==> config.mk <==
export PLATFORM = sky130hd
export DESIGN_NAME = adc_seq_ctrl
export DESIGN_NICKNAME = d
export VERILOG_FILES = /design/src/adc_seq_pkg.sv /design/src/adc_seq_ctrl.sv
export SDC_FILE = /design/constraint.sdc
export NUM_CORES = 1
export LEC_CHECK = 0
export ABC_AREA = 1
export BUFFER_PORTS_ARGS = -buffer_cell sky130_fd_sc_hd__buf_2
export CORE_MARGIN = 5
export CORE_UTILIZATION = 50
export CTS_CLUSTER_DIAMETER = 100
export DETAILED_ROUTE_END_ITERATION = 7
export PLACE_DENSITY = 0.75
export SLEW_MARGIN = 30
export SYNTH_ARGS = -nofsm -noshare
export SYNTH_HDL_FRONTEND = slang
export SYNTH_SLANG_ARGS = --single-unit
==> constraint.sdc <==
create_clock -name pclk -period 9.9 [get_ports pclk]
set_input_delay 0.99 -clock pclk [delete_from_list [all_inputs] [get_ports pclk]]
set_output_delay 0.99 -clock pclk [all_outputs]
set_load 0.01 [all_outputs]
==> src/adc_seq_pkg.sv <==
// Purpose: Constants and types shared by the converter sequencing block.
// Assumes: APB slave with 32-bit data, one aligned word per register.
// Notes:   Offsets are byte addresses; field positions are bit indices.
//
// Overview of operation
// - Setting sample request starts acquisition; clearing it manually starts conversion.
// - Automatic mode: hardware starts acquisition, selected trigger ends it.
// - Acquisition length comes from sample-time field, control 3 bits 12:8.
// - Conversion lasts one clock period per bit plus two: twelve periods.
// - Each finished result goes into one of sixteen buffer words.
// - Conversion clock source bit 15, divided by prescaler bits 7:0 plus one.
// - Auto-sample restarts acquisition at end of every conversion.
// - Trigger source field bits 7:5; a firing trigger ends sampling.
// - Auto-convert trigger fires after sample-time count of conversion periods.
// - Auto-sample plus auto-convert runs conversions endlessly without software.
// - Interrupt flag rises after sequences-per-interrupt field plus one results.
// - Each new sequence refills the buffer from word 0; in split mode, sequences alternate between word 0 and word 8.
// - Alternate-mux bit toggles between mux A and mux B settings.
// - Scan enable steps mux A through selected analog inputs.
// - Buffer fill mode bit selects one sixteen-word or two eight-word halves.
// - Result format field bits 10:8 shapes every read result.
// - Reference field bits 15:13 selects the voltage reference.
// - Pin config bit 0 makes pin analog, disabling its digital buffer.
// - Pin config register clears on reset, all pins analog.
// - Digital port read returns zero for analog-configured pins.
// - Negative input picks reference or input one; positive uses five bits.
// - Scan mode overrides mux A positive selection.
// - Scan select bit one includes the input, zero skips it.
// - Signed formats extend over 32 bits or only the lower 16.

package adc_seq_pkg;

  // ****************************************************************
  // Register offsets
  // ****************************************************************
  localparam logic [7:0] OFS_CTRL1  = 8'h00;
  localparam logic [7:0] OFS_CTRL2  = 8'h04;
  localparam logic [7:0] OFS_CTRL3  = 8'h08;
  localparam logic [7:0] OFS_MUXSEL = 8'h0C;
  localparam logic [7:0] OFS_PINCFG = 8'h10;
  localparam logic [7:0] OFS_SCAN   = 8'h14;
  localparam logic [7:0] OFS_STATUS = 8'h18;
  localparam logic [7:0] OFS_BUF0   = 8'h40;

  // ****************************************************************
  // Field positions
  // ****************************************************************
  localparam int C1_ON    = 15;
  localparam int C1_FMT   = 8;
  localparam int C1_TRIG  = 5;
  localparam int C1_AUTO_SAMPLE_ENABLE  = 2;
  localparam int C1_SAMPLE_REQUEST_BIT  = 1;
  localparam int C1_DONE  = 0;
  localparam int C2_REF   = 13;
  localparam int C2_SCAN  = 10;
  localparam int C2_SEQUENCES_PER_INTERRUPT  = 2;
  localparam int C2_BUFFER_FILL_MODE  = 1;
  localparam int C2_ALTERNATE_MUX_ENABLE  = 0;
  localparam int C3_SRC   = 15;
  localparam int C3_SAMPLE_TIME_COUNT  = 8;
  localparam int C3_PRE   = 0;
  localparam int MX_NB    = 31;
  localparam int MX_PB    = 24;
  localparam int MX_NA    = 23;
  localparam int MX_PA    = 16;

  // ****************************************************************
  // Reset values and timing
  // ****************************************************************
  localparam logic [31:0] RST_ZERO    = 32'h0000_0000;
  localparam int          CONV_PERIODS = 12;
  localparam int          RESULT_BITS  = 10;

  // Trigger sources.
  localparam logic [2:0] TRIG_MANUAL = 3'h0;
  localparam logic [2:0] TRIG_EXT    = 3'h1;
  localparam logic [2:0] TRIG_AUTO   = 3'h7;

  typedef enum logic [1:0] {
    ST_IDLE   = 2'b00,
    ST_SAMPLE = 2'b01,
    ST_CONV   = 2'b11
  } seq_state_t;

endpackage

==> src/adc_seq_ctrl.sv <==
// Purpose: Sequencing, register file and result buffer for a 10-bit SAR converter.
// Assumes: The analog core converts while conv_busy is high and returns its
//          result on core_result before the period count ends.
// Notes:   The alternate conversion clock is a second input sampled into pclk.
`timescale 1ns/1ps

module adc_seq_ctrl #(
  parameter int NUM_INPUTS = 16,
  parameter int BUF_DEPTH  = 16
) (
  // APB slave
  input  wire logic        pclk,
  input  wire logic        presetn,
  input  wire logic        psel,
  input  wire logic        penable,
  input  wire logic        pwrite,
  input  wire logic [7:0]  paddr,
  input  wire logic [31:0] pwdata,
  output logic             pready,
  output logic [31:0]      prdata,
  output logic             pslverr,
  // Triggers and clock sources
  input  wire logic        ext_trigger,
  input  wire logic        alt_clock_tick,
  // Analog side
  output logic             sample_connect,
  output logic             conv_busy,
  output logic [4:0]       mux_positive,
  output logic             mux_negative,
  output logic [2:0]       reference_select,
  input  wire logic [9:0]  core_result,
  // Pins and port
  input  wire logic [NUM_INPUTS-1:0] pin_in,
  output logic [NUM_INPUTS-1:0]      pin_digital_enable,
  output logic [NUM_INPUTS-1:0]      port_read,
  // Events
  output logic             converter_interrupt_flag
);

  // ****************************************************************
  // Registers and synchronisers
  // ****************************************************************
  logic [31:0] ctrl1_r, ctrl2_r, ctrl3_r, muxsel_r, pincfg_r, scan_r;
  logic [9:0]  buf_r [BUF_DEPTH];
  logic [3:0]  wr_idx_r;
  logic [4:0]  seq_cnt_r;
  logic        half_r;
  logic        alt_r;
  logic [3:0]  scan_idx_r;
  logic [7:0]  pre_cnt_r;
  logic [4:0]  per_cnt_r;
  logic [1:0]  ext_sync_r, alt_sync_r;
  logic        ext_prev_r, alt_prev_r;
  logic [NUM_INPUTS-1:0] pin_s1_r, pin_s2_r;
  adc_seq_pkg::seq_state_t state_r;

  always_ff @(posedge pclk or negedge presetn) begin
    if (!presetn) begin
      ext_sync_r <= 2'h0;
      alt_sync_r <= 2'h0;
      ext_prev_r <= 1'b0;
      alt_prev_r <= 1'b0;
      pin_s1_r   <= '0;
      pin_s2_r   <= '0;
    end else begin
      ext_sync_r <= {ext_sync_r[0], ext_trigger};
      alt_sync_r <= {alt_sync_r[0], alt_clock_tick};
      ext_prev_r <= ext_sync_r[1];
      alt_prev_r <= alt_sync_r[1];
      pin_s1_r   <= pin_in;
      pin_s2_r   <= pin_s1_r;
    end
  end

  // ****************************************************************
  // Conversion clock
  // ****************************************************************
  logic src_tick, tad_tick;
  assign src_tick = ctrl3_r[adc_seq_pkg::C3_SRC] ? (alt_sync_r[1] & ~alt_prev_r) : 1'b1;
  // One period lasts prescaler+1 source ticks.
  assign tad_tick = src_tick && (pre_cnt_r == ctrl3_r[adc_seq_pkg::C3_PRE +: 8]);

  always_ff @(posedge pclk or negedge presetn) begin
    if (!presetn) begin
      pre_cnt_r <= 8'h00;
    end else if (state_r == adc_seq_pkg::ST_IDLE) begin
      pre_cnt_r <= 8'h00;
    end else if (src_tick) begin
      pre_cnt_r <= tad_tick ? 8'h00 : pre_cnt_r + 8'h01;
    end
  end

  // ****************************************************************
  // Sequencer
  // ****************************************************************
  logic       on_w, auto_sample_enable_w, manual_w, trig_fire, conv_end, apb_wr, seq_wrap;
  logic [2:0] trig_w;
  logic [3:0] sequences_per_interrupt_w;
  assign on_w     = ctrl1_r[adc_seq_pkg::C1_ON];
  assign auto_sample_enable_w   = ctrl1_r[adc_seq_pkg::C1_AUTO_SAMPLE_ENABLE];
  assign trig_w   = ctrl1_r[adc_seq_pkg::C1_TRIG +: 3];
  assign sequences_per_interrupt_w   = ctrl2_r[adc_seq_pkg::C2_SEQUENCES_PER_INTERRUPT +: 4];
  assign manual_w = (trig_w == adc_seq_pkg::TRIG_MANUAL);
  assign apb_wr   = psel & penable & pwrite;

  // Manual ending is the request bit going low while sampling.
  always_comb begin
    unique case (trig_w)
      adc_seq_pkg::TRIG_MANUAL: trig_fire = ~ctrl1_r[adc_seq_pkg::C1_SAMPLE_REQUEST_BIT];
      adc_seq_pkg::TRIG_EXT:    trig_fire = ext_sync_r[1] & ~ext_prev_r;
      adc_seq_pkg::TRIG_AUTO:   trig_fire = tad_tick &&
          (per_cnt_r >= ctrl3_r[adc_seq_pkg::C3_SAMPLE_TIME_COUNT +: 5]);
      default:                  trig_fire = 1'b0;
    endcase
  end
  assign conv_end = (state_r == adc_seq_pkg::ST_CONV) && tad_tick &&
                    (per_cnt_r == 5'(adc_seq_pkg::CONV_PERIODS - 1));
  assign seq_wrap = (seq_cnt_r == {1'b0, sequences_per_interrupt_w});

  always_ff @(posedge pclk or negedge presetn) begin
    if (!presetn) begin
      state_r   <= adc_seq_pkg::ST_IDLE;
      per_cnt_r <= 5'h00;
    end else if (!on_w) begin
      state_r   <= adc_seq_pkg::ST_IDLE;
      per_cnt_r <= 5'h00;
    end else begin
      unique case (state_r)
        adc_seq_pkg::ST_IDLE: begin
          per_cnt_r <= 5'h00;
          if (ctrl1_r[adc_seq_pkg::C1_SAMPLE_REQUEST_BIT] || auto_sample_enable_w) begin
            state_r <= adc_seq_pkg::ST_SAMPLE;
          end
        end
        adc_seq_pkg::ST_SAMPLE: begin
          if (trig_fire) begin
            state_r   <= adc_seq_pkg::ST_CONV;
            per_cnt_r <= 5'h00;
          end else if (tad_tick && per_cnt_r != 5'h1F) begin
            per_cnt_r <= per_cnt_r + 5'h01;
          end
        end
        adc_seq_pkg::ST_CONV: begin
          if (conv_end) begin
            per_cnt_r <= 5'h00;
            // Auto-sample reconnects at once, giving free-running operation.
            state_r   <= auto_sample_enable_w ? adc_seq_pkg::ST_SAMPLE
                                : adc_seq_pkg::ST_IDLE;
          end else if (tad_tick) begin
            per_cnt_r <= per_cnt_r + 5'h01;
          end
        end
        default: state_r <= adc_seq_pkg::ST_IDLE;
      endcase
    end
  end

  // ****************************************************************
  // Input selection
  // ****************************************************************
  function automatic logic [3:0] next_scan(input logic [3:0] cur, input logic [31:0] sel);
    logic [3:0] n;
    n = cur;
    for (int i = 1; i <= 16; i++) begin
      if (sel[4'(cur + 4'(i))] && n == cur) begin
        n = 4'(cur + 4'(i));
      end
    end
    return n;
  endfunction

  always_ff @(posedge pclk or negedge presetn) begin
    if (!presetn) begin
      alt_r      <= 1'b0;
      scan_idx_r <= 4'h0;
    end else if (state_r == adc_seq_pkg::ST_IDLE && !on_w) begin
      alt_r      <= 1'b0;
      scan_idx_r <= next_scan(4'hF, scan_r);
    end else if (conv_end) begin
      alt_r      <= ctrl2_r[adc_seq_pkg::C2_ALTERNATE_MUX_ENABLE] & ~alt_r;
      if (!alt_r) begin
        scan_idx_r <= next_scan(scan_idx_r, scan_r);
      end
    end
  end

  always_comb begin
    if (alt_r) begin
      mux_positive = muxsel_r[adc_seq_pkg::MX_PB +: 5];
      mux_negative = muxsel_r[adc_seq_pkg::MX_NB];
    end else begin
      mux_positive = ctrl2_r[adc_seq_pkg::C2_SCAN] ? {1'b0, scan_idx_r}
                                                   : muxsel_r[adc_seq_pkg::MX_PA +: 5];
      mux_negative = muxsel_r[adc_seq_pkg::MX_NA];
    end
  end

  assign sample_connect   = (state_r == adc_seq_pkg::ST_SAMPLE);
  assign conv_busy        = (state_r == adc_seq_pkg::ST_CONV);
  assign reference_select = ctrl2_r[adc_seq_pkg::C2_REF +: 3];
  assign pin_digital_enable = pincfg_r[NUM_INPUTS-1:0];
  assign port_read          = pin_s2_r & pincfg_r[NUM_INPUTS-1:0];

  // ****************************************************************
  // Result buffer
  // ****************************************************************
  always_ff @(posedge pclk or negedge presetn) begin
    if (!presetn) begin
      wr_idx_r  <= 4'h0;
      seq_cnt_r <= 5'h00;
      half_r    <= 1'b0;
    end else if (!on_w) begin
      wr_idx_r  <= 4'h0;
      seq_cnt_r <= 5'h00;
      half_r    <= 1'b0;
    end else if (conv_end) begin
      if (seq_wrap) begin
        seq_cnt_r <= 5'h00;
        // Split mode flips halves each sequence; otherwise restart at word 0.
        half_r    <= ctrl2_r[adc_seq_pkg::C2_BUFFER_FILL_MODE] & ~half_r;
        wr_idx_r  <= (ctrl2_r[adc_seq_pkg::C2_BUFFER_FILL_MODE] & ~half_r) ? 4'h8 : 4'h0;
      end else begin
        seq_cnt_r <= seq_cnt_r + 5'h01;
        wr_idx_r  <= wr_idx_r + 4'h1;
      end
    end
  end

  always_ff @(posedge pclk or negedge presetn) begin
    if (!presetn) begin
      for (int i = 0; i < BUF_DEPTH; i++) begin
        buf_r[i] <= 10'h000;
      end
    end else if (conv_end) begin
      buf_r[wr_idx_r] <= core_result;
    end
  end

  // Flag set wins over a software clear in the same cycle.
  always_ff @(posedge pclk or negedge presetn) begin
    if (!presetn) begin
      converter_interrupt_flag <= 1'b0;
    end else if (conv_end && seq_wrap) begin
      converter_interrupt_flag <= 1'b1;
    end else if (apb_wr && paddr == adc_seq_pkg::OFS_STATUS && pwdata[0]) begin
      converter_interrupt_flag <= 1'b0;
    end
  end

  // ****************************************************************
  // Result formatting
  // ****************************************************************
  function automatic logic [31:0] fmt_result(input logic [9:0] d, input logic [2:0] f);
    logic [9:0]  s;
    logic [31:0] r;
    s = d ^ 10'h200;
    unique case (f)
      3'h0: r = {22'h0, d};
      3'h1: r = {16'h0, {6{s[9]}}, s};
      3'h2: r = {16'h0, d, 6'h00};
      3'h3: r = {16'h0, s, 6'h00};
      3'h4: r = {22'h0, d};
      3'h5: r = {{22{s[9]}}, s};
      3'h6: r = {d, 22'h0};
      default: r = {s, 22'h0};
    endcase
    return r;
  endfunction

  // ****************************************************************
  // APB register file
  // ****************************************************************
  assign pready  = 1'b1;
  assign pslverr = 1'b0;

  always_ff @(posedge pclk or negedge presetn) begin
    if (!presetn) begin
      ctrl1_r  <= adc_seq_pkg::RST_ZERO;
      ctrl2_r  <= adc_seq_pkg::RST_ZERO;
      ctrl3_r  <= adc_seq_pkg::RST_ZERO;
      muxsel_r <= adc_seq_pkg::RST_ZERO;
      pincfg_r <= adc_seq_pkg::RST_ZERO;
      scan_r   <= adc_seq_pkg::RST_ZERO;
    end else begin
      if (apb_wr) begin
        unique case (paddr)
          adc_seq_pkg::OFS_CTRL1:  ctrl1_r  <= {16'h0, pwdata[15:1], 1'b0};
          adc_seq_pkg::OFS_CTRL2:  ctrl2_r  <= {16'h0, pwdata[15:0]};
          adc_seq_pkg::OFS_CTRL3:  ctrl3_r  <= {16'h0, pwdata[15:0]};
          adc_seq_pkg::OFS_MUXSEL: muxsel_r <= pwdata;
          adc_seq_pkg::OFS_PINCFG: pincfg_r <= {16'h0, pwdata[15:0]};
          adc_seq_pkg::OFS_SCAN:   scan_r   <= {16'h0, pwdata[15:0]};
          default: ;
        endcase
      end
      if (state_r == adc_seq_pkg::ST_SAMPLE && trig_fire && !manual_w) begin
        ctrl1_r[adc_seq_pkg::C1_SAMPLE_REQUEST_BIT] <= 1'b0;
      end
      if (state_r == adc_seq_pkg::ST_CONV && !auto_sample_enable_w && conv_end) begin
        ctrl1_r[adc_seq_pkg::C1_DONE] <= 1'b1;
      end
    end
  end

  always_comb begin
    prdata = 32'h0000_0000;
    if (paddr >= adc_seq_pkg::OFS_BUF0) begin
      if (paddr < 8'(adc_seq_pkg::OFS_BUF0 + 8'(4 * BUF_DEPTH))) begin
        prdata = fmt_result(buf_r[4'(paddr[7:2])], ctrl1_r[adc_seq_pkg::C1_FMT +: 3]);
      end
    end else begin
      unique case (paddr)
        adc_seq_pkg::OFS_CTRL1:  prdata = ctrl1_r;
        adc_seq_pkg::OFS_CTRL2:  prdata = ctrl2_r;
        adc_seq_pkg::OFS_CTRL3:  prdata = ctrl3_r;
        adc_seq_pkg::OFS_MUXSEL: prdata = muxsel_r;
        adc_seq_pkg::OFS_PINCFG: prdata = pincfg_r;
        adc_seq_pkg::OFS_SCAN:   prdata = scan_r;
        adc_seq_pkg::OFS_STATUS: prdata = {24'h0, half_r, alt_r, state_r, 3'h0,
                                           converter_interrupt_flag};
        default:                 prdata = 32'h0000_0000;
      endcase
    end
  end

  // ****************************************************************
  // Checks
  // ****************************************************************
  conv_len_a: assert property (@(posedge pclk) disable iff (!presetn)
    $rose(conv_busy) |-> conv_busy [*8]) else $error("conversion ended too early");
  trig_ends_a: assert property (@(posedge pclk) disable iff (!presetn)
    (sample_connect && trig_fire && on_w) |=> conv_busy) else $error("trigger ignored");
  auto_rearm_a: assert property (@(posedge pclk) disable iff (!presetn)
    (conv_end && auto_sample_enable_w && on_w) |=> sample_connect) else $error("no auto resample");
  sample_request_bit_clear_a: assert property (@(posedge pclk) disable iff (!presetn)
    (sample_connect && trig_fire && !manual_w && on_w) |=> !ctrl1_r[1])
    else $error("request not cleared");
  flag_set_a: assert property (@(posedge pclk) disable iff (!presetn)
    (conv_end && seq_wrap && on_w) |=> converter_interrupt_flag) else $error("flag missing");
  buf_restart_a: assert property (@(posedge pclk) disable iff (!presetn)
    (conv_end && seq_wrap && on_w && !ctrl2_r[1]) |=> wr_idx_r == 4'h0)
    else $error("buffer not restarted");
  port_mask_a: assert property (@(posedge pclk) disable iff (!presetn)
    (port_read & ~pincfg_r[NUM_INPUTS-1:0]) == '0) else $error("analog pin reads one");
  buf_write_a: assert property (@(posedge pclk) disable iff (!presetn)
    conv_end |=> buf_r[$past(wr_idx_r)] == $past(core_result)) else $error("result lost");
  alt_mux_a: assert property (@(posedge pclk) disable iff (!presetn)
    (conv_end && on_w && !ctrl2_r[0]) |=> !alt_r) else $error("mux B used");
  conv_cov_c: cover property (@(posedge pclk) conv_end);
  wrap_cov_c: cover property (@(posedge pclk) conv_end && seq_wrap);
  auto_cov_c: cover property (@(posedge pclk) conv_end ##1 sample_connect);

endmodule

### After elaboration in Yosys (flattened, before gate mapping)

Cells that the tools add are included.

* output and inout bits: 78
* word-level logic and storage cells: 402
* flip-flop bits (word level): 341

* reductions and logical operators: 72
* equal/unequal tests: 60
* add/subtract/negate cells: 19
* bitwise logic cells: 15
* muxes and demuxes: 175
* magnitude comparators: 22

Operator list (number)
* $mux 4: 99
* $pmux 32 s7: 1
* $pmux 32 s6: 1
* $bwmux 160: 1
* $lt 4x6->1 const B: 16
* $bmux 1 s4: 16
* $mux 32: 2
* $eq 4x4->1: 15
* $eq 4x4->1 const B: 15
* $mux 5: 10
* $logic_and 1x1->1: 44
* $bmux 10 s4: 1
* $demux 10 s4: 1
* $add 4x4->4 const B: 8
* $mux 10: 3
* $mux 1: 28
* $eq 8x5->1 const B: 3
* $mux 8: 3
* $reduce_and 2->1: 9
* $add 4x3->4 const B: 4
* $and 16x16->16: 1
* $eq 8x4->1 const B: 2
* $pmux 5 s3: 1
* $reduce_bool 2->1: 7
* 37 further kinds: 72

### Logic depth before layout (Yosys ltp)

* depth after elaboration: 98
* depth in mapped cells: 71
* depth with buffers taken out: 69

### Worst setup path before layout

No wires, ideal clock.

* path type: register -> register
* start: reg scan_idx_r[1]
* end: reg scan_idx_r[0]
* setup slack: 3.168 ns
* buffers on the path: 4
* cell stages (with the launch flop): 62
* data arrival time: 6.616 ns
* cell sequence: dfrtp_1 clkbuf_8 clkinv_2 clkbuf_8 buf_6 ha_1 clkbuf_4 nand3_1 nand3_1 nand2_2 nand2_2 nand2_4 nor2_4 nand2_2 nand3_2 nand2_2 nand2_4 nand4_4 [... 26 more ...] nand2_1 nand3_1 nand3_2 nand3_1 nor2_2 nand3_2 nand2_2 nand2_2 nand2_4 inv_4 nand2_1 nand3_1 nor2_1 nand2_2 o21bai_4 nand2_2 nand2_1 nand2_1

* cells in the longest elaborated chain, start to end: 95

Ends and longest elaborated chain
* start, declared: line adc_seq_ctrl.sv:49 `logic [3:0] scan_idx_r;`
* start signal, assigned: line adc_seq_ctrl.sv:178 `scan_idx_r <= next_scan(4'hF, scan_r);`
* start signal, assigned: line adc_seq_ctrl.sv:182 `scan_idx_r <= next_scan(scan_idx_r, scan_r);`
* $add 4x1->4: line adc_seq_ctrl.sv:165, adc_seq_ctrl.sv:166
* $bmux 1 s4: line adc_seq_ctrl.sv:165 `if (sel[4'(cur + 4'(i))] && n == cur) begin`
* $mux 1 (not written as such): line adc_seq_ctrl.sv:165
* $mux 4: line adc_seq_ctrl.sv:165
* $mux 4: line adc_seq_ctrl.sv:181 `if (!alt_r) begin`
* $mux 4: line adc_seq_ctrl.sv:179 `end else if (conv_end) begin`
* $mux 4: line adc_seq_ctrl.sv:176 `end else if (state_r == adc_seq_pkg::ST_IDLE && !on_w) begin`
* $eq 4x4->1: line adc_seq_ctrl.sv:165
* [... 79 more ...]
* $mux 4: line adc_seq_ctrl.sv:165
* $mux 4: line adc_seq_ctrl.sv:181
* $mux 4: line adc_seq_ctrl.sv:179
* $mux 4: line adc_seq_ctrl.sv:176
* $eq 4x4->1 or $mux 4 (tied branches): line adc_seq_ctrl.sv:165
* $logic_and 1x1->1 or $mux 4 (tied branches): line adc_seq_ctrl.sv:165, adc_seq_ctrl.sv:181
* $ne 2x2->1 (no line) or $mux 4 (tied branches)
* $reduce_and 3->1 (no line) or $mux 4 (tied branches)

Parallel ways exist; a longest one is shown, timed or not. The select of a mux whose other input is x is not followed.
A chain may end at the register's enable or synchronous reset.

### Worst setup path in the final report

* start: reg scan_idx_r[2]
* end: reg scan_idx_r[0]

Same word-level chain as after synthesis.

==> metrics <==
initial DRC count 1874; internal power 3.558 mW; Worst Tran Pin Value 0.8389 ns; commonest non-fill, non-tap cell in the layout nand2_1; vias in the first global route 16170; switch share 48.49%; logic gate share of total power 57.5%; most frequent CP cell nand2_1; die height 201.5 um; post-layout util 56.43%; Worst path slowest cell ha_1; R2R setup slack 2.11 ns; Vias per Instance 5.912; gpl congestion 0.9461; Crit path required time 10.35 ns; routed len/inst 19.87 um; Worst Setup SP scan_idx_r[2]; clock buffer depth 3; Max Freq 0.1284 GHz; largest net degree at the start of global routing 121; crit end category flop; placed insts 2765; Flop pwr share 21.4%; Crit path max-delay family simple AND/OR/NAND/NOR gates; Cell Count, Final, Fillers Out 2839; worst hold slack 0.3488 ns; number of flops mapped to enable cells by yosys 0; DR DRC count 0; Skew-Pair Late Insertion Delay 0.56 ns; CP Depth 59; Initial DRT Pass Iterations 8; I/O pin total 151; Final nets 2433; clock root buffer master clkbuf_16; Reg2Reg Depth 59; Setup Fix Bufs, Post-CTS 0; row count 70; Max stage delay on crit path 0.52 ns; CTS H-tree depth 2; Worst IR Drop VDD 0.3148 mV; Avg Inst Size Synth 8.163 um2; crit path kind flop to flop; Post-Place Setup Slack 2.204 ns; clk_skew 0.02525 ns; Final setup viols 0; count of final hold-check violations 0; Placeable Area 36430 um2; vias after detailed routing 16780; switching power 3.349 mW; Buffers & Inverters on Critical Path 7; PwrDens 335.9 nW/um2; TritonCTS clock tree built; antenna violations before repair 0; Rel. slew slack 43.87%; Post-CTS Hold Fix Bufs 0; Tmin final 7.786 ns; fill cell count 3277; Clock Pin Slew Worst Setup and Hold Paths 0.07 ns; P&R area growth vs syn 12.15%; cells after synthesis 2246; first-pass GRT wire length 89.29 mm; global route overflow 0; syn_nets 2339; DRT Wirelength 56.42 mm; hpwl dp 39.44 mm; layout cells sized above 1 16.28%; reg2reg start scan_idx_r[2]; Post-synth ARST share 100.0%; arrival time worst endpoint 8.24 ns; capture point of the worst path scan_idx_r[0]; synthesized flop and latch total 341; GRT Total Usage 27.18%; startpoint types flop; Die X 201.5 um; period utilization 78.64%; Initial Utilization 50.32%; reg2reg end scan_idx_r[0]; PostCTS Resize Cnt 0; Max Slew Vio Count 0; Synth cell types 70; most frequent cells in the layout nand2_1, dfrtp_1, o21ai_0, inv_1, buf_2; post-route setup slack 2.114 ns; Static Leak 10.19 nW; CTS Buf Count 40; # clock sinks 341; RSZ-0062 raised after global routing no; PortBufs 148; Tightest Hold Check Type flop to flop; Max Cap Viol 0; Top FF cell, synth dfrtp_1; ANT cells 0; Netlist Area Pre-Place 18330 um2; Clock Power Share 21.1%; sequential-to-total area share from yosys stat 46.54%; setup TNS 0 ns; die area 40600 um2; Yosys warnings 0; remaining antenna violation count 0; crit path max fanout 25; run status completed
power groups by stage:
stage | clock network (mW) | logic (mW) | registers (mW)
after global routing | 1.53 | 4.41 | 1.48
after floorplan | 0 | 3.26 | 1.49
after global placement | 0 | 3.85 | 1.50
final | 1.45 | 3.97 | 1.48
after detailed placement | 0 | 3.93 | 1.50
after CTS | 1.48 | 3.95 | 1.48
through the flow:
| stage | power, mW | area (um2) |
|---|---|---|
| global placement | 5.347 | 19210 |
| CTS | 6.898 | 20520 |
| finish | 6.907 | 20560 |
| detailed placement | 5.427 | 19210 |
| global route | 7.425 | 20560 |
| floorplan | 4.749 | 18330 |
worst reg2reg max path: cells and delay by family (launching register included):
kind | cells | cell delay [ns]
simple gates | 50 | 5.62
flops | 1 | 0.33
compound gates | 1 | 0.19
fa+ha+maj | 1 | 0.53
buf+inv | 7 | 0.98
sequential cells by signal, indices dropped and copies added (netlist names), 2 cells and up:
name,flops
buf_r,160
muxsel_r,32
ctrl1_r,16
ctrl2_r,16
ctrl3_r,16
pin_s1_r,16
pin_s2_r,16
pincfg_r,16
scan_r,16
pre_cnt_r,8
per_cnt_r,5
seq_cnt_r,5
scan_idx_r,4
wr_idx_r,4
alt_sync_r,2
ext_sync_r,2
state_r,2
synthesized netlist by cell type (28+ instances only):
| library cell | count | area [um2] |
|---|---|---|
| dfrtp_1 | 341 | 8533 |
| o21ai_0 | 317 | 1587 |
| nand4_1 | 33 | 206.5 |
| nand3_1 | 135 | 675.7 |
| nand2_2 | 42 | 262.8 |
| a22oi_1 | 66 | 495.5 |
| nand2_1 | 614 | 2305 |
| a221oi_1 | 28 | 245.2 |
| inv_1 | 182 | 683.2 |
| nor2_1 | 69 | 259.0 |
| clkbuf_1 | 87 | 326.6 |
| a21oi_1 | 47 | 235.2 |
| nand3_2 | 28 | 280.3 |
area by class of cell:
class | instances | area, um2 | area share (%)
Sequential cell | 341 | 8533 | 41.50
Timing Repair Buffer | 166 | 917.1 | 4.461
Inverter | 205 | 789.5 | 3.840
Multi-Input combinational cell | 1586 | 8432 | 41.01
Clock buffer | 51 | 1104 | 5.367
Tap cell | 468 | 585.6 | 2.848
Clock inverter | 22 | 200.2 | 0.9736
cells by family (layout without fill, tap and decap cells):
| group | Yosys count | count (layout) | synth area share (%) |
|---|---|---|---|
| and+or+nand+nor | 983 | 983 | 24.79 |
| AOI/OAI and AO/OA | 553 | 553 | 18.03 |
| DFF | 341 | 341 | 46.54 |
| buffers and inverters | 319 | 444 | 7.603 |
| adders and majority gates | 20 | 20 | 1.365 |
| xor gates and xnor gates | 17 | 17 | 0.9555 |
| muxes | 11 | 11 | 0.6688 |
| other | 2 | 2 | 0.04096 |
layer usage:
layer,wire length [um],track usage [%]
met5,0,0
met4,2146,10.28
met3,5329,5.415
met2,25030,41.33
met1,23910,38.76
worst min-delay path by stage:
stage,from,end,cells after the start
after global routing,pin_s1_r[2],pin_s2_r[2],0
after detailed placement,pin_s1_r[12],pin_s2_r[12],0
after global placement,pin_s1_r[5],pin_s2_r[5],0
after floorplan,alt_sync_r[0],alt_sync_r[1],0
after CTS,pin_s1_r[2],pin_s2_r[2],0
final,pin_s1_r[2],pin_s2_r[2],0
Power figures use the tool's default switching activity.
